<file path="src/shared/fll_ref_regs.vh">
// Register indices, field positions, reset values, masks and codes of the loop reference block
`ifndef FLL_REF_REGS_VH
`define FLL_REF_REGS_VH

// Register indices; the byte address on the bus is four times the index
`define IDX_LOOP_ENABLE      10'h240
`define IDX_FRAC_NUMERATOR   10'h242
`define IDX_REF_FORCE_CTRL   10'h244
`define IDX_FRAC_DENOMINATOR 10'h246
`define IDX_FRAC_MODE        10'h247
`define IDX_LOOP_STATUS      10'h248

// Control register fields, then the loop enable and fraction enable bits
`define POS_BYPASS           15
`define POS_CODE_HI          12
`define POS_CODE_LO          7
`define POS_FORCE            6
`define POS_DIV_HI           4
`define POS_DIV_LO           3
`define POS_SRC_HI           1
`define POS_SRC_LO           0
`define POS_LOOP_ENABLE      0
`define POS_FRAC_ENABLE      0

// Reset values
`define RST_REF_FORCE_CTRL   16'h0c80
`define RST_FORCED_CODE      6'h19
`define RST_FRAC_NUMERATOR   16'h0000
`define RST_FRAC_DENOMINATOR 16'h0000
`define RST_FRAC_MODE        16'h0006

// Implemented bits of the control register
`define MASK_REF_FORCE_CTRL  16'h9fdb

// Reference source codes
`define SRC_MASTER_A         2'h0
`define SRC_MASTER_B         2'h1
`define SRC_AUX_FRAME        2'h2
`define SRC_AUX_BIT          2'h3

// AXI response codes
`define RESP_OKAY            2'h0
`define RESP_SLVERR          2'h2

`endif

</file>
<file path="src/core/fll_reference_fraction_cfg.v">
// Loop reference selection, pre-division, bypass, forced oscillator and fraction registers
//
// Local design decision: the AXI4-Lite register port.
`timescale 1ns/1ps
`include "fll_ref_regs.vh"

module fll_reference_fraction_cfg #(
  parameter ADDR_WIDTH = 12                   // Byte address width of the register bus
) (
  input  wire                  clk,           // System clock, 100 MHz
  input  wire                  sys_rst,       // Asynchronous reset, active high
  // AXI4-Lite slave
  input  wire [ADDR_WIDTH-1:0] s_axi_awaddr,  // Write address
  input  wire                  s_axi_awvalid, // Write address valid
  output reg                   s_axi_awready, // Write address ready
  input  wire [31:0]           s_axi_wdata,   // Write data
  input  wire [3:0]            s_axi_wstrb,   // Write byte strobes
  input  wire                  s_axi_wvalid,  // Write data valid
  output reg                   s_axi_wready,  // Write data ready
  output reg  [1:0]            s_axi_bresp,   // Write response
  output reg                   s_axi_bvalid,  // Write response valid
  input  wire                  s_axi_bready,  // Write response ready
  input  wire [ADDR_WIDTH-1:0] s_axi_araddr,  // Read address
  input  wire                  s_axi_arvalid, // Read address valid
  output reg                   s_axi_arready, // Read address ready
  output reg  [31:0]           s_axi_rdata,   // Read data
  output reg  [1:0]            s_axi_rresp,   // Read response
  output reg                   s_axi_rvalid,  // Read data valid
  input  wire                  s_axi_rready,  // Read data ready
  // Reference clock pins, sampled on clk
  input  wire                  masterClockInA, // Master clock input A
  input  wire                  masterClockInB, // Master clock input B
  input  wire                  auxFrameClockIn, // Auxiliary frame clock
  input  wire                  auxBitClockIn, // Auxiliary bit clock
  // Loop core side
  input  wire                  oscClockIn,    // Oscillator clock from the loop core
  input  wire [5:0]            loopCtrlCode,  // Closed-loop oscillator code from the core
  output reg                   refClockDiv,   // Selected, divided reference
  output reg                   loopClockOut,  // Loop output clock
  output reg  [5:0]            oscCode,       // Code applied to the oscillator
  output reg                   loopRun,       // Loop core enable
  output reg                   outputActive,  // Output clock is being delivered
  output reg                   fractionalMode, // 1 fractional, 0 integer
  output reg  [15:0]           ratioNumerator, // Fraction numerator
  output reg  [15:0]           ratioDenominator // Fraction denominator
);

  // Stored registers
  reg  [15:0] refForceCtrl;      // Bypass, forced code, divider, source
  reg  [15:0] fracNumerator;     // Numerator field
  reg  [15:0] fracDenominator;   // Denominator field
  reg  [15:0] fracMode;          // Fraction enable plus reserved bits
  reg         loopEnable;        // Loop enable bit

  // Write channel holding
  reg                  awHeld;   // Write address captured
  reg                  wHeld;    // Write data captured
  reg [ADDR_WIDTH-1:0] awAddr;   // Captured write address
  reg [31:0]           wData;    // Captured write data
  reg [3:0]            wStrb;    // Captured strobes

  // Reference path
  reg        refPrev;            // Previous sample of the selected reference
  reg  [2:0] edgeCount;          // Rising edges of the reference, free count
  reg        refSel;             // Currently selected reference level

  // Decoded fields
  wire       bypassSelect    = refForceCtrl[`POS_BYPASS];
  wire [5:0] forcedCode      = refForceCtrl[`POS_CODE_HI:`POS_CODE_LO];
  wire       forceSelect     = refForceCtrl[`POS_FORCE];
  wire [1:0] dividerSelect   = refForceCtrl[`POS_DIV_HI:`POS_DIV_LO];
  wire [1:0] sourceSelect    = refForceCtrl[`POS_SRC_HI:`POS_SRC_LO];

  // Map a byte address to a register index; misaligned words never match
  function [9:0] regIndex;
    input [ADDR_WIDTH-1:0] addr;
    regIndex = addr[11:2];
  endfunction

  // Known register test, shared by reads and writes
  function isMapped;
    input [ADDR_WIDTH-1:0] addr;
    reg   [9:0]            idx;
    begin
      idx = regIndex(addr);
      isMapped = (addr[1:0] == 2'h0) &&
                 (idx == `IDX_LOOP_ENABLE || idx == `IDX_FRAC_NUMERATOR ||
                  idx == `IDX_REF_FORCE_CTRL || idx == `IDX_FRAC_DENOMINATOR ||
                  idx == `IDX_FRAC_MODE || idx == `IDX_LOOP_STATUS);
    end
  endfunction

  // Byte-lane merge of a 16-bit register with new write data
  function [15:0] mergeLanes;
    input [15:0] old;
    input [31:0] data;
    input [3:0]  strb;
    mergeLanes = {strb[1] ? data[15:8] : old[15:8], strb[0] ? data[7:0] : old[7:0]};
  endfunction

  wire       doWrite = awHeld && wHeld && !s_axi_bvalid; // Both halves present
  wire [9:0] wIdx    = regIndex(awAddr);                 // Target of the write

  // Write address and data are taken in either order, one write at a time
  always @(posedge clk or posedge sys_rst)
  begin
    if (sys_rst)
    begin
      awHeld        <= 1'b0;
      wHeld         <= 1'b0;
      awAddr        <= {ADDR_WIDTH{1'b0}};
      wData         <= 32'h0000_0000;
      wStrb         <= 4'h0;
      s_axi_awready <= 1'b0;
      s_axi_wready  <= 1'b0;
      s_axi_bvalid  <= 1'b0;
      s_axi_bresp   <= `RESP_OKAY;
    end
    else
    begin
      s_axi_awready <= !awHeld && !s_axi_awready && !s_axi_bvalid;
      s_axi_wready  <= !wHeld && !s_axi_wready && !s_axi_bvalid;
      if (s_axi_awvalid && s_axi_awready)
      begin
        awHeld <= 1'b1;
        awAddr <= s_axi_awaddr;
        s_axi_awready <= 1'b0;
      end
      if (s_axi_wvalid && s_axi_wready)
      begin
        wHeld <= 1'b1;
        wData <= s_axi_wdata;
        wStrb <= s_axi_wstrb;
        s_axi_wready <= 1'b0;
      end
      if (doWrite)
      begin
        // Unknown addresses are ignored and flagged
        awHeld       <= 1'b0;
        wHeld        <= 1'b0;
        s_axi_bvalid <= 1'b1;
        s_axi_bresp  <= isMapped(awAddr) && wIdx != `IDX_LOOP_STATUS ? `RESP_OKAY
                                                                      : `RESP_SLVERR;
      end
      else if (s_axi_bvalid && s_axi_bready)
        s_axi_bvalid <= 1'b0;
    end
  end

  // Register storage
  always @(posedge clk or posedge sys_rst)
  begin
    if (sys_rst)
    begin
      refForceCtrl    <= `RST_REF_FORCE_CTRL;
      fracNumerator   <= `RST_FRAC_NUMERATOR;
      fracDenominator <= `RST_FRAC_DENOMINATOR;
      fracMode        <= `RST_FRAC_MODE;
      loopEnable      <= 1'b0;
    end
    else if (doWrite && awAddr[1:0] == 2'h0)
    begin
      case (wIdx)
        `IDX_REF_FORCE_CTRL:
          refForceCtrl <= mergeLanes(refForceCtrl, wData, wStrb) & `MASK_REF_FORCE_CTRL;
        `IDX_FRAC_NUMERATOR:
          fracNumerator <= mergeLanes(fracNumerator, wData, wStrb);
        `IDX_FRAC_DENOMINATOR:
          fracDenominator <= mergeLanes(fracDenominator, wData, wStrb);
        `IDX_FRAC_MODE:
          // Reserved bits 2:1 are stored as written and bits 15:3 held at 0; software keeps bits 2:1 at 1
          fracMode <= {13'h0000, wStrb[0] ? wData[2:0] : fracMode[2:0]};
        `IDX_LOOP_ENABLE:
          if (wStrb[0])
            loopEnable <= wData[`POS_LOOP_ENABLE];
        default:
          loopEnable <= loopEnable;                // Unmapped: nothing changes
      endcase
    end
  end

  // Read channel: one read at a time, answer the cycle after the address
  always @(posedge clk or posedge sys_rst)
  begin
    if (sys_rst)
    begin
      s_axi_arready <= 1'b0;
      s_axi_rvalid  <= 1'b0;
      s_axi_rdata   <= 32'h0000_0000;
      s_axi_rresp   <= `RESP_OKAY;
    end
    else
    begin
      s_axi_arready <= !s_axi_rvalid && !s_axi_arready;
      if (s_axi_arvalid && s_axi_arready)
      begin
        s_axi_arready <= 1'b0;
        s_axi_rvalid  <= 1'b1;
        s_axi_rresp   <= isMapped(s_axi_araddr) ? `RESP_OKAY : `RESP_SLVERR;
        // Unmapped or misaligned addresses fall to the default and read 0
        case (isMapped(s_axi_araddr) ? regIndex(s_axi_araddr) : 10'h000)
          `IDX_LOOP_ENABLE:      s_axi_rdata <= {31'h0, loopEnable};
          `IDX_FRAC_NUMERATOR:   s_axi_rdata <= {16'h0000, fracNumerator};
          `IDX_REF_FORCE_CTRL:   s_axi_rdata <= {16'h0000, refForceCtrl};
          `IDX_FRAC_DENOMINATOR: s_axi_rdata <= {16'h0000, fracDenominator};
          `IDX_FRAC_MODE:        s_axi_rdata <= {16'h0000, fracMode};
          // Live state: output active, loop running, divided reference, edge count
          `IDX_LOOP_STATUS:
            s_axi_rdata <= {26'h0, edgeCount, refClockDiv, loopRun, outputActive};
          default:               s_axi_rdata <= 32'h0000_0000;
        endcase
      end
      else if (s_axi_rvalid && s_axi_rready)
        s_axi_rvalid <= 1'b0;
    end
  end

  // Reference source multiplexer
  always @*
  begin
    case (sourceSelect)
      `SRC_MASTER_A:  refSel = masterClockInA;
      `SRC_MASTER_B:  refSel = masterClockInB;
      `SRC_AUX_FRAME: refSel = auxFrameClockIn;
      `SRC_AUX_BIT:   refSel = auxBitClockIn;
      default:        refSel = masterClockInA;
    endcase
  end

  // Pre-divider by 1, 2, 4 or 8; changing source mid-period may stretch one period
  always @(posedge clk or posedge sys_rst)
  begin
    if (sys_rst)
    begin
      refPrev     <= 1'b0;
      edgeCount   <= 3'h0;
      refClockDiv <= 1'b0;
    end
    else
    begin
      refPrev <= refSel;
      if (refSel && !refPrev)
        edgeCount <= edgeCount + 3'h1;
      case (dividerSelect)
        2'h0:    refClockDiv <= refSel;
        2'h1:    refClockDiv <= edgeCount[0];
        2'h2:    refClockDiv <= edgeCount[1];
        2'h3:    refClockDiv <= edgeCount[2];
        default: refClockDiv <= refSel;
      endcase
    end
  end

  // Output clock, oscillator code and loop controls
  always @(posedge clk or posedge sys_rst)
  begin
    if (sys_rst)
    begin
      loopClockOut     <= 1'b0;
      oscCode          <= 6'h00;
      loopRun          <= 1'b0;
      outputActive     <= 1'b0;
      fractionalMode   <= 1'b0;
      ratioNumerator   <= 16'h0000;
      ratioDenominator <= 16'h0000;
    end
    else
    begin
      // Bypass ignores loop enable so the aux bit clock keeps flowing
      loopClockOut <= bypassSelect ? auxBitClockIn
                                   : (loopEnable & oscClockIn);
      outputActive <= bypassSelect | loopEnable;
      oscCode      <= forceSelect ? forcedCode : loopCtrlCode;
      loopRun      <= loopEnable;
      fractionalMode   <= fracMode[`POS_FRAC_ENABLE];
      ratioNumerator   <= fracNumerator;
      ratioDenominator <= fracDenominator;
    end
  end

endmodule // fll_reference_fraction_cfg

</file>
<file path="config.mk">
export PLATFORM = sky130hd
export DESIGN_NAME = fll_reference_fraction_cfg
export DESIGN_NICKNAME = d
export VERILOG_FILES = /design/src/core/fll_reference_fraction_cfg.v
export VERILOG_INCLUDE_DIRS = /design/src /design/src/shared
export SDC_FILE = /design/constraint.sdc
export NUM_CORES = 1
export LEC_CHECK = 0
export BUFFER_PORTS_ARGS = -buffer_cell sky130_fd_sc_hd__buf_2
export CORE_ASPECT_RATIO = 1.4
export CORE_MARGIN = 2
export CORE_UTILIZATION = 47
export DETAILED_ROUTE_END_ITERATION = 16
export GPL_ROUTABILITY_DRIVEN = 0
export MAX_ROUTING_LAYER = met4
export PLACE_DENSITY = 0.79
export REMOVE_ABC_BUFFERS = 1
export SLEW_MARGIN = 25
export SYNTH_ARGS = -nofsm -noshare
export SYNTH_HDL_FRONTEND = slang
export SYNTH_SLANG_ARGS = --single-unit
</file>
<file path="constraint.sdc">
create_clock -name clk -period 4.2 [get_ports clk]
set_clock_uncertainty 0.05 [all_clocks]
set_input_delay 0.21 -clock clk [delete_from_list [all_inputs] [get_ports clk]]
set_output_delay 0.21 -clock clk [all_outputs]
set_load 0.01 [all_outputs]
</file>
# Word level (Yosys, flattened, before mapping)
# Index checks and enable logic that the tools add are counted.
[totals] elab_cells=129 reg_bits=168 in_bits=78 out_inout_bits=84
[classes] mux=19 bitwise=2 n_eq_ne=25 reduce_logical=51 n_addsub=1
[op_table] op="10-bit == test, second input constant" count=18
[op_table] op="16-bit one-hot mux with 6 select lines" count=1
[op_table] op="3-bit AND reduction" count=8
[op_table] op="1-bit logical AND" count=17
[op_table] op="1-bit two-way mux" count=12
[op_table] op="1-bit logical OR" count=10
[op_table] op="10-bit two-way mux" count=1
[op_table] op="10-bit inequality test, second input constant" count=1
[op_table] op="2-bit == test, second input constant" count=4
[op_table] op="1-bit zero test" count=8
[op_table] op="2-bit zero test" count=4
[op_table] op="1-bit one-hot mux with 4 select lines" count=2
[op_table] op="2-bit nonzero test" count=4
[op_table] op="6-bit two-way mux" count=1
[op_table] op="2-bit by 1-bit == test with 1-bit output, second input constant" count=2
[op_table] op="2-bit two-way mux" count=2
[op_table] op="3-bit by 1-bit adder with 3-bit output, second input constant" count=1
[op_table] op="1-bit bitwise AND" count=1
[op_table] op="1-bit bitwise OR" count=1

# Depth between registers and ports, before layout
[depth] word_depth=10 depth_mapped=6 mapped_depth_nobuf=4

# Worst setup path before layout
# No wires, ideal clock.
[synth_path] kind="reg2reg" from="register s_axi_bvalid" to="register fracNumerator[10]" t_required_ns=4.025 n_path_buf=1 stages_incl_launch_ff=6 t_arrival_ns=1.747 setup_time_ns=0.125 slack_ns=2.279 period_less_slack_ns=1.921 path_cell_list="dfrtp_1 and3b_1 buf_4 nand3_1 nor4b_4 mux2_2"
[synth_between] elab_chain_len=4
[synth_rtl] element="start: declaration" line_no="fll_reference_fraction_cfg.v:21" text="output reg s_axi_bvalid,"
[synth_rtl] element="start signal: assignment" line_no="fll_reference_fraction_cfg.v:116" text="s_axi_bvalid <= 1'b0;"
[synth_rtl] element="start signal: assignment" line_no="fll_reference_fraction_cfg.v:141" text="s_axi_bvalid <= 1'b1;"
[synth_rtl] element="start signal: assignment" line_no="fll_reference_fraction_cfg.v:146" text="s_axi_bvalid <= 1'b0;"
[synth_rtl] element="1-bit zero test" line_no="fll_reference_fraction_cfg.v:101" text="wire doWrite = awHeld && wHeld && !s_axi_bvalid;"
[synth_rtl] element="1-bit logical AND" line_no="fll_reference_fraction_cfg.v:101"
[synth_rtl] element="1-bit logical AND" line_no="fll_reference_fraction_cfg.v:161" text="else if (doWrite && awAddr[1:0] == 2'h0)"
[synth_rtl] element="3-bit AND reduction (no source line)"
[synth_rtl] element="end signal: assignment" line_no="fll_reference_fraction_cfg.v:156" text="fracNumerator <= `RST_FRAC_NUMERATOR;"
[synth_rtl] element="end signal: assignment" line_no="fll_reference_fraction_cfg.v:167" text="fracNumerator <= mergeLanes(fracNumerator, wData, wStrb);"
[synth_rtl] element="end: declaration" line_no="fll_reference_fraction_cfg.v:50" text="reg [15:0] fracNumerator;"
# Every way passes these cells.
# A chain may end at the register's enable or synchronous reset.

# Worst setup path in the final report
[layout_path] from="register s_axi_bvalid" to="register fracDenominator[5]"
[layout_between] elab_chain_len=4
[layout_rtl] element="1-bit zero test" line_no="fll_reference_fraction_cfg.v:101"
[layout_rtl] element="1-bit logical AND" line_no="fll_reference_fraction_cfg.v:101"
[layout_rtl] element="1-bit logical AND" line_no="fll_reference_fraction_cfg.v:161"
[layout_rtl] element="3-bit AND reduction (no source line)"
[layout_rtl] element="end signal: assignment" line_no="fll_reference_fraction_cfg.v:157" text="fracDenominator <= `RST_FRAC_DENOMINATOR;"
[layout_rtl] element="end signal: assignment" line_no="fll_reference_fraction_cfg.v:169" text="fracDenominator <= mergeLanes(fracDenominator, wData, wStrb);"
[layout_rtl] element="end: declaration" line_no="fll_reference_fraction_cfg.v:51" text="reg [15:0] fracDenominator;"
# Every way passes these cells.

==> flow_results.org <==
** Route
- Vias after detailed routing :: about 4000
- The count of nets left with antenna violations once routing finished came out at 0.
- The routed design has 14.08 mm of wire.
- The first routing iteration left 236 violations.
- In the routed design, unresolved DRC markers number 0.
- For this run, the detailed router's first-pass iteration total came to 4.
- Drt wl/cell :: between 15 and 20 µm
- Via/cell ratio :: ~5.4

** STA
- Slew of the pin with the lowest slew margin :: a little over 1 ns
- Across all hold checks on the routed design, the worst slack comes to 0.009033 ns.
- Setup violations remaining at the end of the flow were counted as 0.
- Of the available clock period, the critical path in the final layout requires 56.89%.
- Max transition margin :: 32.07%
- The number of pins with negative max-slew slack in the final report was 0.
- Max Clock Freq :: between 0.4 and 0.5 GHz
- Final-report hold violation count :: 0
- After layout, the minimum clock period comes to about 2.4 ns.
- Setup repair after global routing left no endpoint under its margin.
- Setup slack on the critical path of the routed design comes to ~1.8 ns.
- Setup TNS :: 0 ns

** Yosys
- Average instance area after synthesis :: ~14 µm²
- Yosys printed 0 warnings.
- Fraction of synthesis flops using an asynchronous set or reset pin :: 100.0%
- Fraction of synthesized cell area taken by the top area cell type :: 61.44%
- After synthesis, the netlist uses 54 different library cells.
- By area the synthesized netlist is led by sky130_fd_sc_hd__dfrtp_1 (61%), sky130_fd_sc_hd__mux2_2 (18%), sky130_fd_sc_hd__buf_4 (2.4%), sky130_fd_sc_hd__dfstp_2 (2.2%), sky130_fd_sc_hd__a22oi_1 (1.7%).
- The synthesized design spends more area on one cell type than any other, namely sky130_fd_sc_hd__dfrtp_1.
- Main synth FF type :: sky130_fd_sc_hd__dfrtp_1
- Post-synth EDFFs :: 0
- Synthesis-stage register bit count :: 150
- Summing the sequential cell areas from Yosys gives between 60% and 70% of the chip area.
- Syn Inst Count :: approximately 410
- In this run the cell area of the synthesized design comes to 5906 µm².

** Power
- For this design the ratio of total power to cell area is 525.9 nW/µm².
- Largest vdd supply drop :: roughly 0.32 mV
- The analysis attributes to cell leakage a power of 0.003791 µW.

** Layout
- In the layout the commonest cells are sky130_fd_sc_hd__dfrtp_1 (145), sky130_fd_sc_hd__buf_2 (125), sky130_fd_sc_hd__mux2_2 (94).
- Area growth, synth to finish :: 29.53%
- Post-route cell area :: between 7000 and 8000 µm²
- Cells with a size suffix above 1 make up 45.96% of the layout.
- Number of non-filler instances in the completed layout :: approximately 750
- Fill cell total of the finished layout :: roughly 930
- Fin nets :: between 600 and 700
- Commonest non-fill, non-tap cell in the layout :: sky130_fd_sc_hd__dfrtp_1

** Worst setup path
- The worst setup path is launched from a register.
- At the worst endpoint, the required time is 4.45 ns.
- For the worst setup path, the data arrival time is 2.64 ns.
- By startpoint and endpoint, the worst setup path is classified as reg -> reg.
- Along the worst path, the maximum fanout reaches 9.
- Kind of end point of the critical path :: register

** Placement
- Total cell area at the placement stage :: between 6000 and 7000 µm²
- The number of placed instances, taps included, is between 600 and 700.
- Sum of net half-perimeters after detailed placement :: approximately 9 mm
- OpenSTA, run right after detailed placement, puts the worst setup slack at approximately 1.8 ns.
- Count of input and output buffers :: around 130

** Clocking
- Clock latency reported for the late side of the worst-skew pair :: 0.42 ns
- Counting the buffers created by CTS gives 17.
- CTS saw 150 sinks.
- The tree is rooted in a sky130_fd_sc_hd__clkbuf_16.
- The H-tree was split into 4 levels.
- TritonCTS clock tree :: done
- Clock slew seen by the registers of the worst setup and hold paths :: roughly 0.060 ns
- The clock passes through at most 2 buffers.

** Outcome
- Outcome :: complete, no violations

** Worst hold path
- Hold Path Class :: in -> reg

** Global routing
- Global router's overall resource usage :: between 20% and 30%
- Leftover overflow at the end of global routing :: 0
- Initial antenna violation count :: 0
- First-pass GRT wire length :: about 22 mm
- Entering global routing, the biggest net connects just over 90 pins.
- The number of global-route vias before repair was 4199.

** Floorplan
- Chip height :: 136.6 µm
- Initial core utilization :: 47.97%
- For this design the top-level I/O count stands at around 160.
- Die X :: approximately 100 µm
- FP Rows :: 48
- Area of the core :: roughly 12000 µm²
- DIE AREA :: ~13000 µm²

** Job
- Max-cap violations in this run came to 0.
what timing repair did:
action                                 in CTS  in global routing
buffers inserted                            0                  0
gates resized for setup                     0                  0
hold buffers                               40                  0
endpoints found under the hold margin     123                  0
stage by stage:
stage / utilization (%) / power, µW
after floorplan: - / 2221
after global placement: 53.77 / 2390
after detailed placement: 53.77 / 2441
after CTS: 62.01 / 4043
after global routing: 62.11 / 4203
final: 62.13 / 4023
cell families (layout without fill, tap and decap cells):
family / after synthesis / in the layout / synth area share, %
AOI/OAI and AO/OA: 45 / 45 / 5.000
xor gates and xnor gates: 2 / 2 / 0.2967
adders and majority gates: 1 / 1 / 0.2118
buffers and inverters: 37 / 205 / 3.623
DFF: 150 / 150 / 63.67
muxes: 99 / 99 / 19.22
other: 1 / 19 / 0.06350
and+or+nand+nor: 74 / 74 / 7.924
final timing paths:
kind | from | endpoint | slack (ns) | cells past startpoint
worst max-delay path | s_axi_bvalid | fracDenominator[5] | 1.81 | 4
worst max register to register | s_axi_bvalid | fracDenominator[5] | 1.81 | 4
worst min register to register | fracDenominator[11] | ratioDenominator[11] | 0.34 | 0
worst min-delay path | s_axi_awvalid | awHeld | 0.009 | 3
max in group asynchronous | sys_rst | refForceCtrl[7] | 2.65 | 4
min in group asynchronous | sys_rst | s_axi_rdata[8] | 0.43 | 3
state kept, by name (all words and copies together) (netlist names), 2 cells and up:
name,cells
fracDenominator,16
wData,16
fracNumerator,16
awAddr,12
fracMode,3
edgeCount,3
refForceCtrl,12
ratioNumerator,16
s_axi_rdata,16
oscCode,6
ratioDenominator,16
wStrb,2
worst max-delay path, stage by stage, from the launching register on:
cell                      delay [ns]
sky130_fd_sc_hd__dfrtp_1        0.42
sky130_fd_sc_hd__and3b_1        0.49
sky130_fd_sc_hd__nand3_4        0.17
sky130_fd_sc_hd__nor3_2         0.73
sky130_fd_sc_hd__mux2_2         0.42
Yosys cell counts (2+ instances only):
library cell	instances
sky130_fd_sc_hd__a21oi_1	7
sky130_fd_sc_hd__a211oi_1	2
sky130_fd_sc_hd__buf_2	3
sky130_fd_sc_hd__mux2i_1	2
sky130_fd_sc_hd__nand2_1	24
sky130_fd_sc_hd__nand4_1	2
sky130_fd_sc_hd__nor3_1	4
sky130_fd_sc_hd__nor2b_1	2
sky130_fd_sc_hd__o21ai_0	13
sky130_fd_sc_hd__buf_4	19
sky130_fd_sc_hd__mux2_2	94
sky130_fd_sc_hd__dfrtp_1	145
sky130_fd_sc_hd__nor4_1	3
sky130_fd_sc_hd__and4b_1	2
sky130_fd_sc_hd__nor2_1	12
sky130_fd_sc_hd__nand2b_1	2
sky130_fd_sc_hd__mux4_2	2
sky130_fd_sc_hd__nand3_1	4
sky130_fd_sc_hd__a22oi_1	13
sky130_fd_sc_hd__nor4b_4	2
sky130_fd_sc_hd__clkbuf_1	10
sky130_fd_sc_hd__nor4b_1	2
sky130_fd_sc_hd__inv_1	5
sky130_fd_sc_hd__dfstp_2	5
area by class of cell:
class                   count  area [µm²]  share of cell area, %
flip-flops and latches    150        3760                  49.15
diodes                      1       2.502                0.03271
multi-input cells         239        2013                  26.32
inverters                   5       23.77                 0.3108
clock inverters            14       175.2                  2.290
clock buffers              18       439.2                  5.741
well taps                 150       187.7                  2.453
repair buffers            168        1049                  13.71
routing by layer:
metal	GRT usage (%)	vias to the layer above	share of wire, %
met4	9.513	0	2.8
met2	38.59	152	55
met3	5.669	38	4.6
met1	23.99	2061	38
li1	-	1777	-
met5	-	-	0
report_power, final:
part	internal, µW	switching, µW
Combinational	301	276
Sequential	1670	211
Clock	955	612
No activity file was read; power rests on OpenSTA's default activity.
